===== src/design/prw_map.svh =====
`ifndef PRW_MAP_SVH
`define PRW_MAP_SVH
// ==========================================================
// address map
`define PRW_BASE_BLOCKING    16'h0200
`define PRW_BASE_NONBLOCKING 16'h0300
`define PRW_BASE_MASK        16'hFFF0
`define PRW_OFF_CTL          4'h0
`define PRW_OFF_SR           4'h2
// ==========================================================
// control field positions
`define PRW_CTL_TIEM   15
`define PRW_CTL_UNDERVOLT_IRQ_ENABLE_MASK  14
`define PRW_CTL_SRM    13
`define PRW_CTL_PFM_HI 11
`define PRW_CTL_PFM_LO 10
`define PRW_CTL_OMM_HI 9
`define PRW_CTL_OMM_LO 8
`define PRW_CTL_TIE    7
`define PRW_CTL_UNDERVOLT_IRQ_ENABLE   6
`define PRW_CTL_SRC    5
`define PRW_CTL_PF_HI  3
`define PRW_CTL_PF_LO  2
`define PRW_CTL_OM_HI  1
`define PRW_CTL_OM_LO  0
// ==========================================================
// status field positions (upper byte of the word)
`define PRW_SR_LSB     8
`define PRW_SR_HTF     7
`define PRW_SR_UVF     6
`define PRW_SR_SOFT    5
`define PRW_SR_WDOG    4
`define PRW_SR_HIRAIL  3
`define PRW_SR_LORAIL  2
`define PRW_SR_LTC     1
`define PRW_SR_LPW     0
// ==========================================================
// reset values and timing
`define PRW_CTL_RST    16'h0000
`define PRW_SR_RST     8'h0C
`define PRW_MASK_ALL   2'h3
`define PRW_SRST_CYC   2'h2
`endif


===== src/design/prw_pkg.sv =====
package prw_pkg;
  typedef enum logic [1:0] {
    PRW_MODE_NORMAL = 2'b00,
    PRW_MODE_STOP   = 2'b01,
    PRW_MODE_SLEEP  = 2'b10,
    PRW_MODE_CRANK  = 2'b11
  } prw_mode_t;
endpackage : prw_pkg


===== src/design/prw_flag.sv =====
// ==========================================================
// sticky flag, set wins over clear
module prw_flag #(
  parameter logic RST_VAL = 1'b0
) (
  input  wire logic core_clk,
  input  wire logic rst,
  input  wire logic set,
  input  wire logic clr,
  output logic      flag_q
);
  always_ff @(posedge core_clk or posedge rst) begin
    if (rst) begin
      flag_q <= RST_VAL;
    end else if (set) begin
      flag_q <= 1'b1;
    end else if (clr) begin
      flag_q <= 1'b0;
    end
  end
endmodule : prw_flag


===== src/design/prw_regs.sv =====
`include "prw_map.svh"

// Functional notes
// - temp and undervolt irq enables change only with their mask bit set.
// - soft reset command acts only with its mask bit written as one.
// - prescale factor updates only when its mask field is 11.
// - operating mode updates only when its mask field is 11.
// - temp irq enable is inverted, zero enables the interrupt.
// - undervolt irq enable is inverted, zero enables the interrupt.
// - soft reset is write-only, resets die logic and drives reset out.
// - prescale code 00,01,10,11 gives factor 1,2,4,8.
// - mode code 00 normal, 01 stop, 10 sleep.
// - mode code 11 is cranking if enabled, else stop.
// - registers decode at base 0x0200 blocking and 0x300 non-blocking.
// - high temp flag set by temp warning or thermal shutdown reset.
// - temp/undervolt flags live; write one clears only when condition gone.
// - undervolt flag set by supply undervolt warning.
// - soft and watchdog reset cause flags set on reset, write one clears.
// - high-rail reset sets high flag; low-rail reset sets both flags.
// - low-rail flag set at power-on low-rail reset, write one clears.
// - lifetime counter wake flag set on overflow wake, write one clears.
// - low power wake flag set on low power wake, write one clears.
module prw_regs
  import prw_pkg::*;
(
  input  wire logic        core_clk,
  input  wire logic        rst,
  input  wire logic [15:0] reg_addr,
  input  wire logic        reg_wr,
  input  wire logic        reg_rd,
  input  wire logic [15:0] reg_wdata,
  output logic      [15:0] reg_rdata_q,
  input  wire logic        crank_enable,
  input  wire logic        temp_warning,
  input  wire logic        thermal_shutdown_reset,
  input  wire logic        undervolt_warning,
  input  wire logic        watchdog_reset_evt,
  input  wire logic        high_rail_reset_evt,
  input  wire logic        low_rail_reset_evt,
  input  wire logic        lifetime_wake_evt,
  input  wire logic        low_power_wake_evt,
  output logic      [3:0]  prescale_factor_q,
  output prw_mode_t        op_mode_q,
  output logic             high_temp_interrupt_q,
  output logic             undervolt_interrupt_q,
  output logic             temp_irq_clear_q,
  output logic             undervolt_irq_clear_q,
  output logic             die_reset_q,
  output logic             ext_reset_n_q
);
  // ========================================================
  // decode functions
  function automatic logic [3:0] pf_decode(input logic [1:0] code);
    pf_decode = 4'h1 << code;
  endfunction : pf_decode

  function automatic prw_mode_t mode_decode(input logic [1:0] code,
                                            input logic       crank);
    case (code)
      2'b00:   mode_decode = PRW_MODE_NORMAL;
      2'b01:   mode_decode = PRW_MODE_STOP;
      2'b10:   mode_decode = PRW_MODE_SLEEP;
      2'b11:   mode_decode = crank ? PRW_MODE_CRANK
                                   : PRW_MODE_STOP;
      default: mode_decode = PRW_MODE_NORMAL;
    endcase
  endfunction : mode_decode

  // ========================================================
  // address decode
  logic        tie_q;
  logic        undervolt_irq_enable_q;
  logic [1:0]  pf_q;
  logic [1:0]  om_q;
  logic [1:0]  srst_cnt_q;
  logic [1:0]  srst_cnt_d;
  logic [7:0]  sr_q;
  logic [7:0]  sr_set;
  logic [7:0]  sr_clr;

  localparam logic [7:0] SR_RST = `PRW_SR_RST;

  wire         hit_blk = (reg_addr & `PRW_BASE_MASK) ==
                         `PRW_BASE_BLOCKING;
  wire         hit_nb  = (reg_addr & `PRW_BASE_MASK) ==
                         `PRW_BASE_NONBLOCKING;
  wire         hit     = hit_blk | hit_nb;
  wire [3:0]   off     = reg_addr[3:0];
  wire         srst_on = srst_cnt_q != 2'h0;
  wire         wr_ctl  = reg_wr & hit & (off == `PRW_OFF_CTL) & ~srst_on;
  wire         wr_sr   = reg_wr & hit & (off == `PRW_OFF_SR);
  wire [7:0]   w1c     = wr_sr ? reg_wdata[15:`PRW_SR_LSB] : 8'h00;

  wire wr_tie  = wr_ctl & reg_wdata[`PRW_CTL_TIEM];
  wire wr_undervolt_irq_enable = wr_ctl & reg_wdata[`PRW_CTL_UNDERVOLT_IRQ_ENABLE_MASK];
  wire wr_pf   = wr_ctl & (reg_wdata[`PRW_CTL_PFM_HI:`PRW_CTL_PFM_LO]
                 == `PRW_MASK_ALL);
  wire wr_om   = wr_ctl & (reg_wdata[`PRW_CTL_OMM_HI:`PRW_CTL_OMM_LO]
                 == `PRW_MASK_ALL);
  wire srst_go = wr_ctl & reg_wdata[`PRW_CTL_SRM]
                 & reg_wdata[`PRW_CTL_SRC];

  wire temp_clr = w1c[`PRW_SR_HTF] & ~temp_warning;
  wire uv_clr   = w1c[`PRW_SR_UVF] & ~undervolt_warning;

  wire [15:0] ctl_rd = {8'h00, tie_q, undervolt_irq_enable_q, 2'b00,
                        pf_q, om_q};
  wire [15:0] rd_mux = ~hit ? 16'h0000 :
                       (off == `PRW_OFF_CTL) ? ctl_rd :
                       (off == `PRW_OFF_SR)  ? {sr_q, 8'h00} : 16'h0000;

  assign srst_cnt_d = srst_go ? `PRW_SRST_CYC :
                      srst_on ? srst_cnt_q - 2'h1 : 2'h0;

  // ========================================================
  // status flags
  assign sr_set = {temp_warning | thermal_shutdown_reset,
                   undervolt_warning,
                   srst_go, watchdog_reset_evt,
                   high_rail_reset_evt | low_rail_reset_evt,
                   low_rail_reset_evt,
                   lifetime_wake_evt,
                   low_power_wake_evt};
  assign sr_clr = {temp_clr, uv_clr, w1c[5:0]};

  for (genvar i = 0; i < 8; i++) begin : g_flag
    prw_flag #(
      .RST_VAL (SR_RST[i])
    ) u_flag (
      .core_clk (core_clk),
      .rst      (rst),
      .set      (sr_set[i]),
      .clr      (sr_clr[i]),
      .flag_q   (sr_q[i])
    );
  end

  // ========================================================
  // control register, cleared by soft reset
  always_ff @(posedge core_clk or posedge rst) begin
    if (rst) begin
      tie_q  <= 1'b0;
      undervolt_irq_enable_q <= 1'b0;
      pf_q   <= 2'h0;
      om_q   <= 2'h0;
    end else if (srst_on) begin
      tie_q  <= 1'b0;
      undervolt_irq_enable_q <= 1'b0;
      pf_q   <= 2'h0;
      om_q   <= 2'h0;
    end else begin
      if (wr_tie)  tie_q  <= reg_wdata[`PRW_CTL_TIE];
      if (wr_undervolt_irq_enable) undervolt_irq_enable_q <= reg_wdata[`PRW_CTL_UNDERVOLT_IRQ_ENABLE];
      if (wr_pf)   pf_q   <= reg_wdata[`PRW_CTL_PF_HI:`PRW_CTL_PF_LO];
      if (wr_om)   om_q   <= reg_wdata[`PRW_CTL_OM_HI:`PRW_CTL_OM_LO];
    end
  end

  // ========================================================
  // outputs
  always_ff @(posedge core_clk or posedge rst) begin
    if (rst) begin
      srst_cnt_q            <= 2'h0;
      reg_rdata_q           <= 16'h0000;
      prescale_factor_q     <= 4'h1;
      op_mode_q             <= PRW_MODE_NORMAL;
      high_temp_interrupt_q <= 1'b0;
      undervolt_interrupt_q <= 1'b0;
      temp_irq_clear_q      <= 1'b0;
      undervolt_irq_clear_q <= 1'b0;
      die_reset_q           <= 1'b0;
      ext_reset_n_q         <= 1'b1;
    end else begin
      srst_cnt_q            <= srst_cnt_d;
      reg_rdata_q           <= reg_rd ? rd_mux : 16'h0000;
      prescale_factor_q     <= pf_decode(pf_q);
      op_mode_q             <= mode_decode(om_q, crank_enable);
      high_temp_interrupt_q <= sr_q[`PRW_SR_HTF] & ~tie_q;
      undervolt_interrupt_q <= sr_q[`PRW_SR_UVF] & ~undervolt_irq_enable_q;
      temp_irq_clear_q      <= temp_clr;
      undervolt_irq_clear_q <= uv_clr;
      die_reset_q           <= srst_cnt_d != 2'h0;
      ext_reset_n_q         <= srst_cnt_d == 2'h0;
    end
  end
endmodule : prw_regs


===== config.mk =====
export PLATFORM = sky130hd
export DESIGN_NAME = prw_regs
export DESIGN_NICKNAME = d
export VERILOG_FILES = /design/src/design/prw_pkg.sv /design/src/design/prw_flag.sv /design/src/design/prw_regs.sv
export VERILOG_INCLUDE_DIRS = /design/src /design/src/design
export SDC_FILE = /design/constraint.sdc
export NUM_CORES = 1
export LEC_CHECK = 0
export ABC_AREA = 1
export BUFFER_PORTS_ARGS = -buffer_cell sky130_fd_sc_hd__buf_4
export CAP_MARGIN = 5
export CORE_ASPECT_RATIO = 0.9
export CORE_MARGIN = 5
export CORE_UTILIZATION = 51
export CTS_BUF_LIST = sky130_fd_sc_hd__clkbuf_16
export DETAILED_ROUTE_END_ITERATION = 12
export PLACE_DENSITY = 0.89
export SKIP_LAST_GASP = 1
export SYNTH_ARGS = -nofsm -noshare
export SYNTH_HDL_FRONTEND = slang
export SYNTH_SLANG_ARGS = --single-unit

===== constraint.sdc =====
create_clock -name core_clk -period 3.18 [get_ports core_clk]
set_clock_uncertainty 0.2 [all_clocks]
set_input_delay 0.477 -clock core_clk [delete_from_list [all_inputs] [get_ports core_clk]]
set_output_delay 0.477 -clock core_clk [all_outputs]
set_load 0.05 [all_outputs]

Yosys cells after proc, flatten, opt, wreduce, memory -nomap -nowiden. Cells that the tools add are included.

Register bits after elaboration: 44. Input bits: 45. Output and inout bits: 28. Logic and storage cells: 104.

Add/sub/neg operators: 1. Equal/unequal tests: 8. Shifts and indexed selects: 1. Mux-type cells: 33. Bitwise operators: 22. Reductions and logical operators: 17.

Operators with widths (count): $mux 16 (4); $reduce_bool 2->1 (14); $eq 12x6->1 const B (2); $mux 1 (20); $and 1x1->1 (14); $mux 2 (7); $eq 2x2->1 const B (4); $mux 8 (1); $pmux 2 s4 (1); $not 1->1 (5); $eq 4x2->1 const B (1); $logic_not 2->1 (2); $logic_not 4->1 (1); $shl 1x2->4 const A (1); $or 1x1->1 (3); $eq 2x1->1 const B (1); $sub 2x1->2 const B (1).

Longest topological paths before layout. Gate-level depths: netlist of the first run.

Word-level depth: 9. Gate-level depth with buffers: 9. Mapped depth without buffers: 9.

By module. A second synthesis of the first run with hierarchy kept.

Cells, all modules: 208. Area total of the unflattened synthesis: 1791.7 um2.

By module, submodules not included: prw_regs (times used 1, cells each 160, area each 1438.9 um2); prw_flag at g_flag[0].u_flag ... (times used 6, cells each 6, area each 43.8 um2); prw_flag at g_flag[2].u_flag ... (times used 2, cells each 6, area each 45.0 um2).

Worst setup path before layout of the first run. No wires, ideal clock.

Path type: input to register. From: input reg_addr[5]. To: register g_flag[6].u_flag.flag_q. Library setup time: 118 ps. Data arrival time: 1222 ps. Data required time: 2862 ps. Slack: 1641 ps. Stages: 7. Cell sequence: inv_1 -> nand2_1 -> nor2_2 -> nand3_4 -> nor2_8 -> and3_4 -> nor2_2.

Word-level cells in the longest chain between the ends: 7.

RTL lines: from (decl) (line prw_regs.sv:28) `input wire logic [15:0] reg_addr,`; $eq 12x6->1 (no line); $or 1x1->1 (*) (line prw_regs.sv:87) `wire hit = hit_blk | hit_nb;`; $and 1x1->1 (*) (2 in a row) (line prw_regs.sv:91) `` wire wr_sr = reg_wr & hit & (off == `PRW_OFF_SR); ``; $mux 8 (*) (line prw_regs.sv:92) `` wire [7:0] w1c = wr_sr ? reg_wdata[15:`PRW_SR_LSB] : 8'h00; ``; $and 1x1->1 (*) (line prw_regs.sv:104) `` wire uv_clr = w1c[`PRW_SR_UVF] & ~undervolt_warning; ``; net g_flag[6].u_flag.clr (line prw_flag.sv:9) `input wire logic clr,`; $reduce_bool 2->1 (no line) (*); to (signal assigned) (line prw_flag.sv:14) `flag_q <= RST_VAL;`; to (signal assigned) (line prw_flag.sv:16) `flag_q <= 1'b1;`; to (signal assigned) (line prw_flag.sv:18) `flag_q <= 1'b0;`; to (decl) (line prw_flag.sv:10) `output logic flag_q`.

The timed path passes the listed nets; every way through them passes the cells marked *. A chain may end at the register's enable or synchronous reset.

Final worst setup path of the first run.
From: register prescale_factor_q[0]. To: output prescale_factor_q[0].

RTL lines: from (decl) (line prw_regs.sv:42) `output logic [3:0] prescale_factor_q,`; from (signal assigned) (line prw_regs.sv:176) `prescale_factor_q <= pf_decode(pf_q);`.

No word-level cell between the ends.

==> results.toml, run 1 <==
[run_status]
status = "finished clean"

[clocking]
path_clk_slew_ns = 0.06
cts_tree = "yes"
postCtsSetupBuffers = 0
cts.sinks = 42
htree_levels = 2
cts_resized = 0
holdBufCountCts = 0
cts-root-to-sink-buffers = 2
numCtsBuffers = 5
clk_latency_ns = 0.28
cts-root-buf = "clkbuf_16"

[yosys]
avgSynthCellArea_sq_um = 9.09
ys_top_cells_by_count = "nand2_1, dfrtp_1, inv_1"
synthCells = 196
synth.most_common_cell = "nand2_1"
yosysUniqueCellTypes = 20
synth_top_area_frac = 0.534
synth_edf_count = 0
ys_seq_elements = 42
syn_area_sq_um = 1780
async_reset_ff_frac = 1.00
synth_top_cell_by_area = "dfrtp_1"
ys_seq_area_frac = 0.593
yosys_warnings = 0
ys.flop_type = "dfrtp_1"
synthTopCellsByArea = "dfrtp_1, nand2_1, inv_1, dfstp_2, nor2_1"

[die]
die_w_um = 72.3
ioPinCount = 73
initial_utilization = 0.527
die_height_um = 66.1
die_area_sq_um = 4780
rows = 20
coreArea_sq_um = 3380

[sta]
rsz0062_at_grt = "false"
fin_tns_setup_ns = 0
timing.final.ws_setup_ns = 1.53
setup_viol = 0
fin_crit_ns = 1.65
slew_violations = 0
finalHoldViolations = 0
fin_crit_sh = 0.520
timing.fmax_mhz = 605

[final_layout]
instances_no_fill = 315
fillers = 266
post-route-cell-area_sq_um = 2530
num_antenna_cells = 0
area_delta_synth_final_pct = 41.9
drive_above_1_share = 0.362
final_nets = 315

[detailed_routing]
drt-initial-drc-count = 75
routed_wirelength_um = 4090
drt-wirelength-per-cell_um = 13.0
ant_nets = 0
vias = 1464
drc = 0
firstDrtPassIters = 4
via_per_inst = 4.65

[worst_setup_path]
slowest_stage = "dfstp_2"
reg2reg_from = "srst_cnt_q[1]"
critPathMaxStageDelay_ns = 0.51
ff2ff_path_depth = 6
r2r_end = "tie_q"
startpoint_type = "flip-flop"
crit_start = "prescale_factor_q[0]"
crit_path_max_fanout = 1
worstPathRequired_ns = 2.50
crit_type = "flip-flop to output port"
end_kind = "output port"
cp.arrival_ns = 0.98
critPathTopFamily = "flip-flops"
reg2reg_slack_ns = 1.60
cp_cell_sequence = "buf_4"
critPathBufInv = 1

[power]
p_per_area_nw_per_um2 = 495
power_switching_mw = 0.231
ir_worst_vdd_mv = 0.242
p_leak_nw = 1.37
power.internal_mw = 1.02
p_comb_frac = 0.064
swShare = 0.185
power_frac_seq = 0.428
p_clk_frac = 0.508

[global_routing]
overflow = 0
grt_first_pass_wirelength_um = 6570
grt_antenna_before_repair = 0
grt_pass1_vias = 1459
grt_start_max_net_pins = 32
track_usage = 0.187

[run]
max_cap_violations = 0

[place]
place_area_sq_um = 2340
gp_congestion = 0.760
port_buffers = 68
place_inst = 307
pre_cts_ws_ns = 1.38
dp_hpwl_um = 3070

[worst_hold_path]
holdCritPathClass = "input pin to asynchronous set/reset pin"
[how the worst max path moves through the flow]
stage                                    to  slack [ns]  depth (start not counted)
global placement    g_flag[6].u_flag.flag_q        1.42                          8
finish                 prescale_factor_q[0]        1.53                          1
global route         undervolt_irq_enable_q        1.48                          6
CTS                           ext_reset_n_q        1.52                          1
floorplan                       die_reset_q        1.54                          1
detailed placement   undervolt_irq_enable_q        1.38                          9
[cells in the final DEF (no fill, tap or decap)]
master / instances
and3_4: 1
buf_4: 69
bufinv_16: 2
clkbuf_16: 5
clkinv_1: 1
conb_1: 2
dfrtp_1: 38
dfstp_2: 4
inv_1: 34
nand2_1: 46
nand2_2: 3
nand3_1: 12
nand3_2: 1
nand3_4: 2
nand4_1: 3
nor2_1: 28
nor2_2: 7
nor2_4: 3
nor2_8: 1
nor3_1: 5
o21ai_0: 3
or2_1: 1
[state kept, by name (all words and copies together), names as in the netlist, 2 cells and up]
name / count
prescale_factor_q: 4
op_mode_q: 2
pf_q: 2
g_flag.u_flag.flag_q: 8
om_q: 2
srst_cnt_q: 2
reg_rdata_q: 14
[layer usage]
layer,vias up,share of wire,global-route usage
met3,9,0.089,0.0517
met2,63,0.47,0.308
met5,-,0,0
li1,734,-,-
met1,658,0.41,0.226
met4,0,0.029,0.0892
[power groups by stage]
| stage | combinational (mW) | sequential [mW] | clock, mW |
|---|---|---|---|
| final | 0.0801 | 0.535 | 0.636 |
| after CTS | 0.0812 | 0.535 | 0.643 |
| after global placement | 0.0786 | 0.544 | 0 |
| after floorplan | 0.0322 | 0.544 | 0 |
| after detailed placement | 0.0805 | 0.544 | 0 |
| after global routing | 0.0885 | 0.535 | 0.672 |
[final cells by class]
| class | instances | area [sq um] | area share |
|---|---|---|---|
| multi-input combinational | 118 | 583 | 0.231 |
| clock inverter | 3 | 63.8 | 0.0252 |
| clock buffer | 5 | 125 | 0.0495 |
| sequential | 42 | 1060 | 0.418 |
| timing repair buffer | 69 | 518 | 0.205 |
| inverter | 34 | 128 | 0.0505 |
| tap | 44 | 55.1 | 0.0218 |
[logic make-up (layout without fill, tap and decap cells)]
family / count (synthesis) / after routing / synth area share
AO/OA/AOI/OAI: 3 / 3 / 0.00842
buffers and inverters: 37 / 111 / 0.0822
flip-flops: 42 / 42 / 0.593
other: 1 / 2 / 0.00210
AND/OR/NAND/NOR: 113 / 113 / 0.315
[metrics by stage]
stage	total power, mW	hold slack, ns	utilization
finish	1.25	0.00342	0.749
global route	1.30	0.0481	0.749
CTS	1.26	0.00788	0.749
detailed placement	0.625	0.195	0.693
global placement	0.623	0.199	0.693
floorplan	0.577	0.201	-
Power figures use the tool's default switching activity.
==> run 2: changes to the inputs <==
Settings changed: CORE_UTILIZATION 51 to 47, PLACE_DENSITY 0.89 to 0.83.
Clock period 3.18 ns to 1.7 ns, I/O delays scaled along.
==> run 2 against run 1 <==
  * Critical path depth is 5 higher
  * Sequential share of layout area fell by 1.6 points
  * First-iteration DRC count fell by 25%
  * Non-clock buffer count grew 15
  * Register-to-register slack lost 1.5 ns
  * Via count rose by 3.6%
  * Largest power group is now registers
==> results.toml, run 2 (synthesis results as in run 1) <==
[run_status]
status = "finished clean"

[final_layout]
largest_register_ff_count = 14
post-route-cell-area_sq_um = 2630
drive_above_1_share = 0.343
top_regs = "reg_rdata_q: 14 flops, g_flag.u_flag.flag_q: 8 flops, prescale_factor_q: 4 flops"
layout_common_cells = "buf_4, nand2_1, dfrtp_1, inv_1, nor2_1"
final_nets = 330
area_delta_synth_final_pct = 47.7
num_antenna_cells = 0
top_register = "reg_rdata_q"
layout_commonest_cell = "buf_4"
fillers = 288

[sta]
finalHoldViolations = 0
hold-worst-slack_ns = 0.0334
timing.fmax_mhz = 636
setup_viol = 0
worst_slew_pin_slew_ns = 0.514
fin_crit_sh = 0.925
slew_violations = 0
slew_headroom = 0.658
fin_crit_ns = 1.57
fin_tns_setup_ns = 0
rsz0062_at_grt = "false"

[power]
power.internal_mw = 1.63
p_leak_nw = 1.42
power_frac_seq = 0.488
power_switching_mw = 0.421
p_per_area_nw_per_um2 = 779
p_clk_frac = 0.425
swShare = 0.206
fin_total_pwr_mw = 2.05
p_comb_frac = 0.087
ir_worst_vdd_mv = 0.545

[place]
place_area_sq_um = 2340
port_buffers = 68
dp_hpwl_um = 2980
gp_congestion = 0.828

[worst_hold_path]
holdCritPathClass = "input pin to flip-flop"
min_from = "undervolt_warning"
min_delay_path_depth = 3
hold_end = "g_flag[6].u_flag.flag_q"

[die]
die_area_sq_um = 5120
die_w_um = 74.9
ioPinCount = 73
coreArea_sq_um = 3680
rows = 21
initial_utilization = 0.484
die_height_um = 68.4

[detailed_routing]
ant_nets = 0
firstDrtPassIters = 4
drt-wirelength-per-cell_um = 12.2
routed_wirelength_um = 4060
met2_length_um = 2150
vias = 1517
drt-initial-drc-count = 56
drc = 0
wl_met3_um = 326
wl_met1_um = 1510
via_per_inst = 4.57
highest_layer = "met4"

[worst_setup_path]
reg2reg_slack_ns = 0.13
worstPathRequired_ns = 1.66
cp.arrival_ns = 1.53
ff2ff_path_depth = 6
r2r_end = "tie_q"
crit_path_max_fanout = 6
end_kind = "flip-flop"
crit_type = "flip-flop to flip-flop"
reg2reg_from = "srst_cnt_q[1]"
startpoint_type = "flip-flop"

[clocking]
clk_latency_ns = 0.27
cts-root-to-sink-buffers = 2
cts_resized = 0
cts_tree = "yes"
cts.sinks = 42
htree_levels = 2
numCtsBuffers = 5
path_clk_slew_ns = 0.05
cts-root-buf = "clkbuf_16"

[run]
max_cap_violations = 0

[global_routing]
grt_first_pass_wirelength_um = 6660
grt_start_max_net_pins = 43
overflow = 0
track_usage = 0.174
grt_antenna_before_repair = 0
grt_pass1_vias = 1593
[run 2: cell types whose count changed in the layout (fill, tap and decap cells not counted), sizes merged]
cell and change:
clkinv +1, inv +1, bufinv -2, dlygate4sd3 +15
[run 2: how the worst max path moves through the flow]
stage | startpoint | end | slack (ns) | depth (start not counted)
3_5_place_dp | reg_addr[11] | g_flag[6].u_flag.flag_q | 0.14 | 8
4_1_cts | srst_cnt_q[1] | tie_q | 0.12 | 6
3_3_place_gp | reg_addr[11] | g_flag[6].u_flag.flag_q | 0.15 | 8
2_1_floorplan | rst | die_reset_q | 0.28 | 1
5_1_grt | srst_cnt_q[1] | undervolt_irq_enable_q | 0.004 | 6
6_report | srst_cnt_q[1] | tie_q | 0.13 | 6
[run 2: power by group through the flow]
stage	Clock, mW	Sequential (mW)	Combinational (mW)
after floorplan	0	1.02	0.0603
after global placement	0	1.02	0.147
after detailed placement	0	1.02	0.149
after CTS	0.889	1.00	0.177
after global routing	0.928	1.00	0.196
final	0.871	1.00	0.177
[run 2: final cells by class]
class,count,area (sq um),share of cell area
sequential,42,1060,0.401
timing repair buffer,84,668,0.254
multi-input combinational,118,583,0.222
inverter,34,128,0.0485
clock buffer,5,125,0.0476
tap,46,57.6,0.0219
clock inverter,3,13.8,0.00523
[run 2: routing by layer]
metal	track usage	vias to the layer above
met4	0.0600	0
met2	0.330	55
met3	0.0485	11
li1	-	762
met1	0.183	689
met5	0	-
[run 2: metrics by stage]
stage,util,worst slack (ns),std cells
5_1_grt,0.715,0.00396,332
3_3_place_gp,0.637,0.151,309
2_1_floorplan,-,0.277,197
3_5_place_dp,0.637,0.135,309
6_report,0.715,0.127,332
4_1_cts,0.715,0.115,332
[run 2: critical path: stages (launching register included)]
cell and delay, ns:
dfrtp_1 0.35, inv_1 0.12, nand2_1 0.18, nor2_4 0.23, nand3_4 0.13, o21ai_0 0.18
nand2_1 0.06
[run 2: timing repair]
item | 4_1_cts | 5_1_grt
hold buffers | 15 | 0
endpoints found under the hold margin | 52 | 0
buffers inserted | 0 | 0
==> run 3: changes to the inputs <==
Settings changed: CTS_CLUSTER_SIZE set to 10.
Clock period 1.7 ns to 1.5 ns, I/O delays scaled along.
==> run 3 against run 2 <==
  * Clock power rose by 16%
  * Largest power group unchanged
  * Setup slack worse by 0.061 ns
  * Clock-buffer cell count stayed put
  * Cell count increased by 1.5%
  * Non-clock buffer count is 5 higher
  * Fmax is 9.7% higher
  * Sequential share of layout area decreased by 0.84 points
  * Wire length rose by 1.2%
  * Cell area up 2.1%
  * Power increased by 15%
  * Core utilization grew 1.5 points
==> results.toml, run 3 (synthesis results as in run 1) <==
[sta]
rsz0062_at_grt = "false"
fin_crit_ns = 1.43
finalHoldViolations = 0
fin_tns_setup_ns = 0
setup_viol = 0
slew_violations = 0
fin_crit_sh = 0.956
timing.fmax_mhz = 698

[detailed_routing]
vias = 1537
via_per_inst = 4.56
drt-wirelength-per-cell_um = 12.2
firstDrtPassIters = 4
drc = 0
drt-initial-drc-count = 90
routed_wirelength_um = 4110
ant_nets = 0

[global_routing]
overflow = 0
track_usage = 0.172
grt_pass1_vias = 1543
grt_first_pass_wirelength_um = 6560
grt_antenna_before_repair = 0
grt_start_max_net_pins = 43

[worst_setup_path]
reg2reg_from = "srst_cnt_q[1]"
cp.arrival_ns = 1.39
crit_path_max_fanout = 6
startpoint_type = "flip-flop"
end_kind = "flip-flop"
ff2ff_path_depth = 6
crit_type = "flip-flop to flip-flop"
reg2reg_slack_ns = 0.07
r2r_end = "tie_q"
crit_start = "srst_cnt_q[1]"
worstPathRequired_ns = 1.46

[worst_hold_path]
hold_end = "g_flag[2].u_flag.flag_q"
holdCritPathClass = "input pin to flip-flop"
min_from = "reg_wdata[10]"
min_delay_path_depth = 4

[place]
place_inst = 313
port_buffers = 68
dp_hpwl_um = 3030
gp_congestion = 0.776

[clocking]
htree_levels = 2
numCtsBuffers = 5
cts-root-buf = "clkbuf_16"
path_clk_slew_ns = 0.06
cts_tree = "yes"
cts.sinks = 42
clk_latency_ns = 0.28
postCtsSetupBuffers = 0
cts-root-to-sink-buffers = 2

[power]
p_leak_nw = 1.45
p_per_area_nw_per_um2 = 877
ir_worst_vdd_mv = 0.671

[final_layout]
area_delta_synth_final_pct = 50.8
top_register = "reg_rdata_q"
multiInputGateArea_sq_um = 583
top_regs = "reg_rdata_q: 14 flops, g_flag.u_flag.flag_q: 8 flops, prescale_factor_q: 4 flops"
drive_above_1_share = 0.351
num_antenna_cells = 0
fillers = 278
layout_common_cells = "buf_4, nand2_1, dfrtp_1, inv_1, nor2_1"
largest_register_ff_count = 14
register_area_sq_um = 1060
final_nets = 335
layout_commonest_cell = "buf_4"
instances_no_fill = 337

[run_status]
status = "finished clean"

[die]
initial_utilization = 0.484
coreArea_sq_um = 3680
die_height_um = 68.4
die_area_sq_um = 5120
die_w_um = 74.9
rows = 21
ioPinCount = 73

[run]
max_cap_violations = 0
-- run 3: worst max-delay path, cell delays in order, from the launching register on --
cell	delay, ns
dfrtp_1	0.37
inv_1	0.09
nand2_1	0.12
nor2_4	0.18
nand3_4	0.13
o21ai_0	0.17
nand2_1	0.06
-- run 3: final cells by class --
cell class / instances / area share
flip-flops and latches: 42 / 0.393
well taps: 46 / 0.0214
clock buffers: 5 / 0.0466
multi-input cells: 118 / 0.217
repair buffers: 89 / 0.268
inverters: 34 / 0.0475
clock inverters: 3 / 0.00652
-- run 3: where the power goes --
part	switching (mW)	internal, mW	total [mW]
Sequential	0.0000502	1.13	1.13
Clock	0.405	0.609	1.01
Combinational	0.0944	0.114	0.209
Total	0.499	1.86	2.36
-- run 3: worst max path at each step --
stage               cells past startpoint  slack (ns)                       to
floorplan                               1        0.11              die_reset_q
global placement                        8        0.02  g_flag[6].u_flag.flag_q
detailed placement                      9       0.008                    tie_q
CTS                                     6        0.03                    tie_q
global route                            6      0.0004                    tie_q
finish                                  6        0.07                    tie_q
-- run 3: through the flow --
step,setup slack [ns],hold WS [ns],area (sq um),power [mW],utilization
6_report,0.0664,0.00202,2690,2.36,0.731
3_3_place_gp,0.0239,0.105,2380,1.33,0.648
4_1_cts,0.0350,0.000191,2690,2.37,0.731
3_5_place_dp,0.00752,0.108,2380,1.33,0.648
2_1_floorplan,0.107,0.0914,1790,1.22,-
5_1_grt,0.000409,0.0411,2690,2.44,0.731
-- run 3: what timing repair did --
item	CTS	global route
hold buffers	16	0
endpoints found under the hold margin	53	0
resized for setup	0	1
endpoints found under the setup margin	0	6
-- run 3: metal layers --
layer | part of all wire | vias to the layer above | wire length [um] | global-route usage
li1 | - | 773 | - | -
met1 | 0.37 | 702 | 1520 | 0.192
met5 | 0 | - | 0 | 0
met2 | 0.54 | 58 | 2200 | 0.312
met3 | 0.083 | 4 | 342 | 0.0499
met4 | 0.012 | 0 | 51 | 0.0600
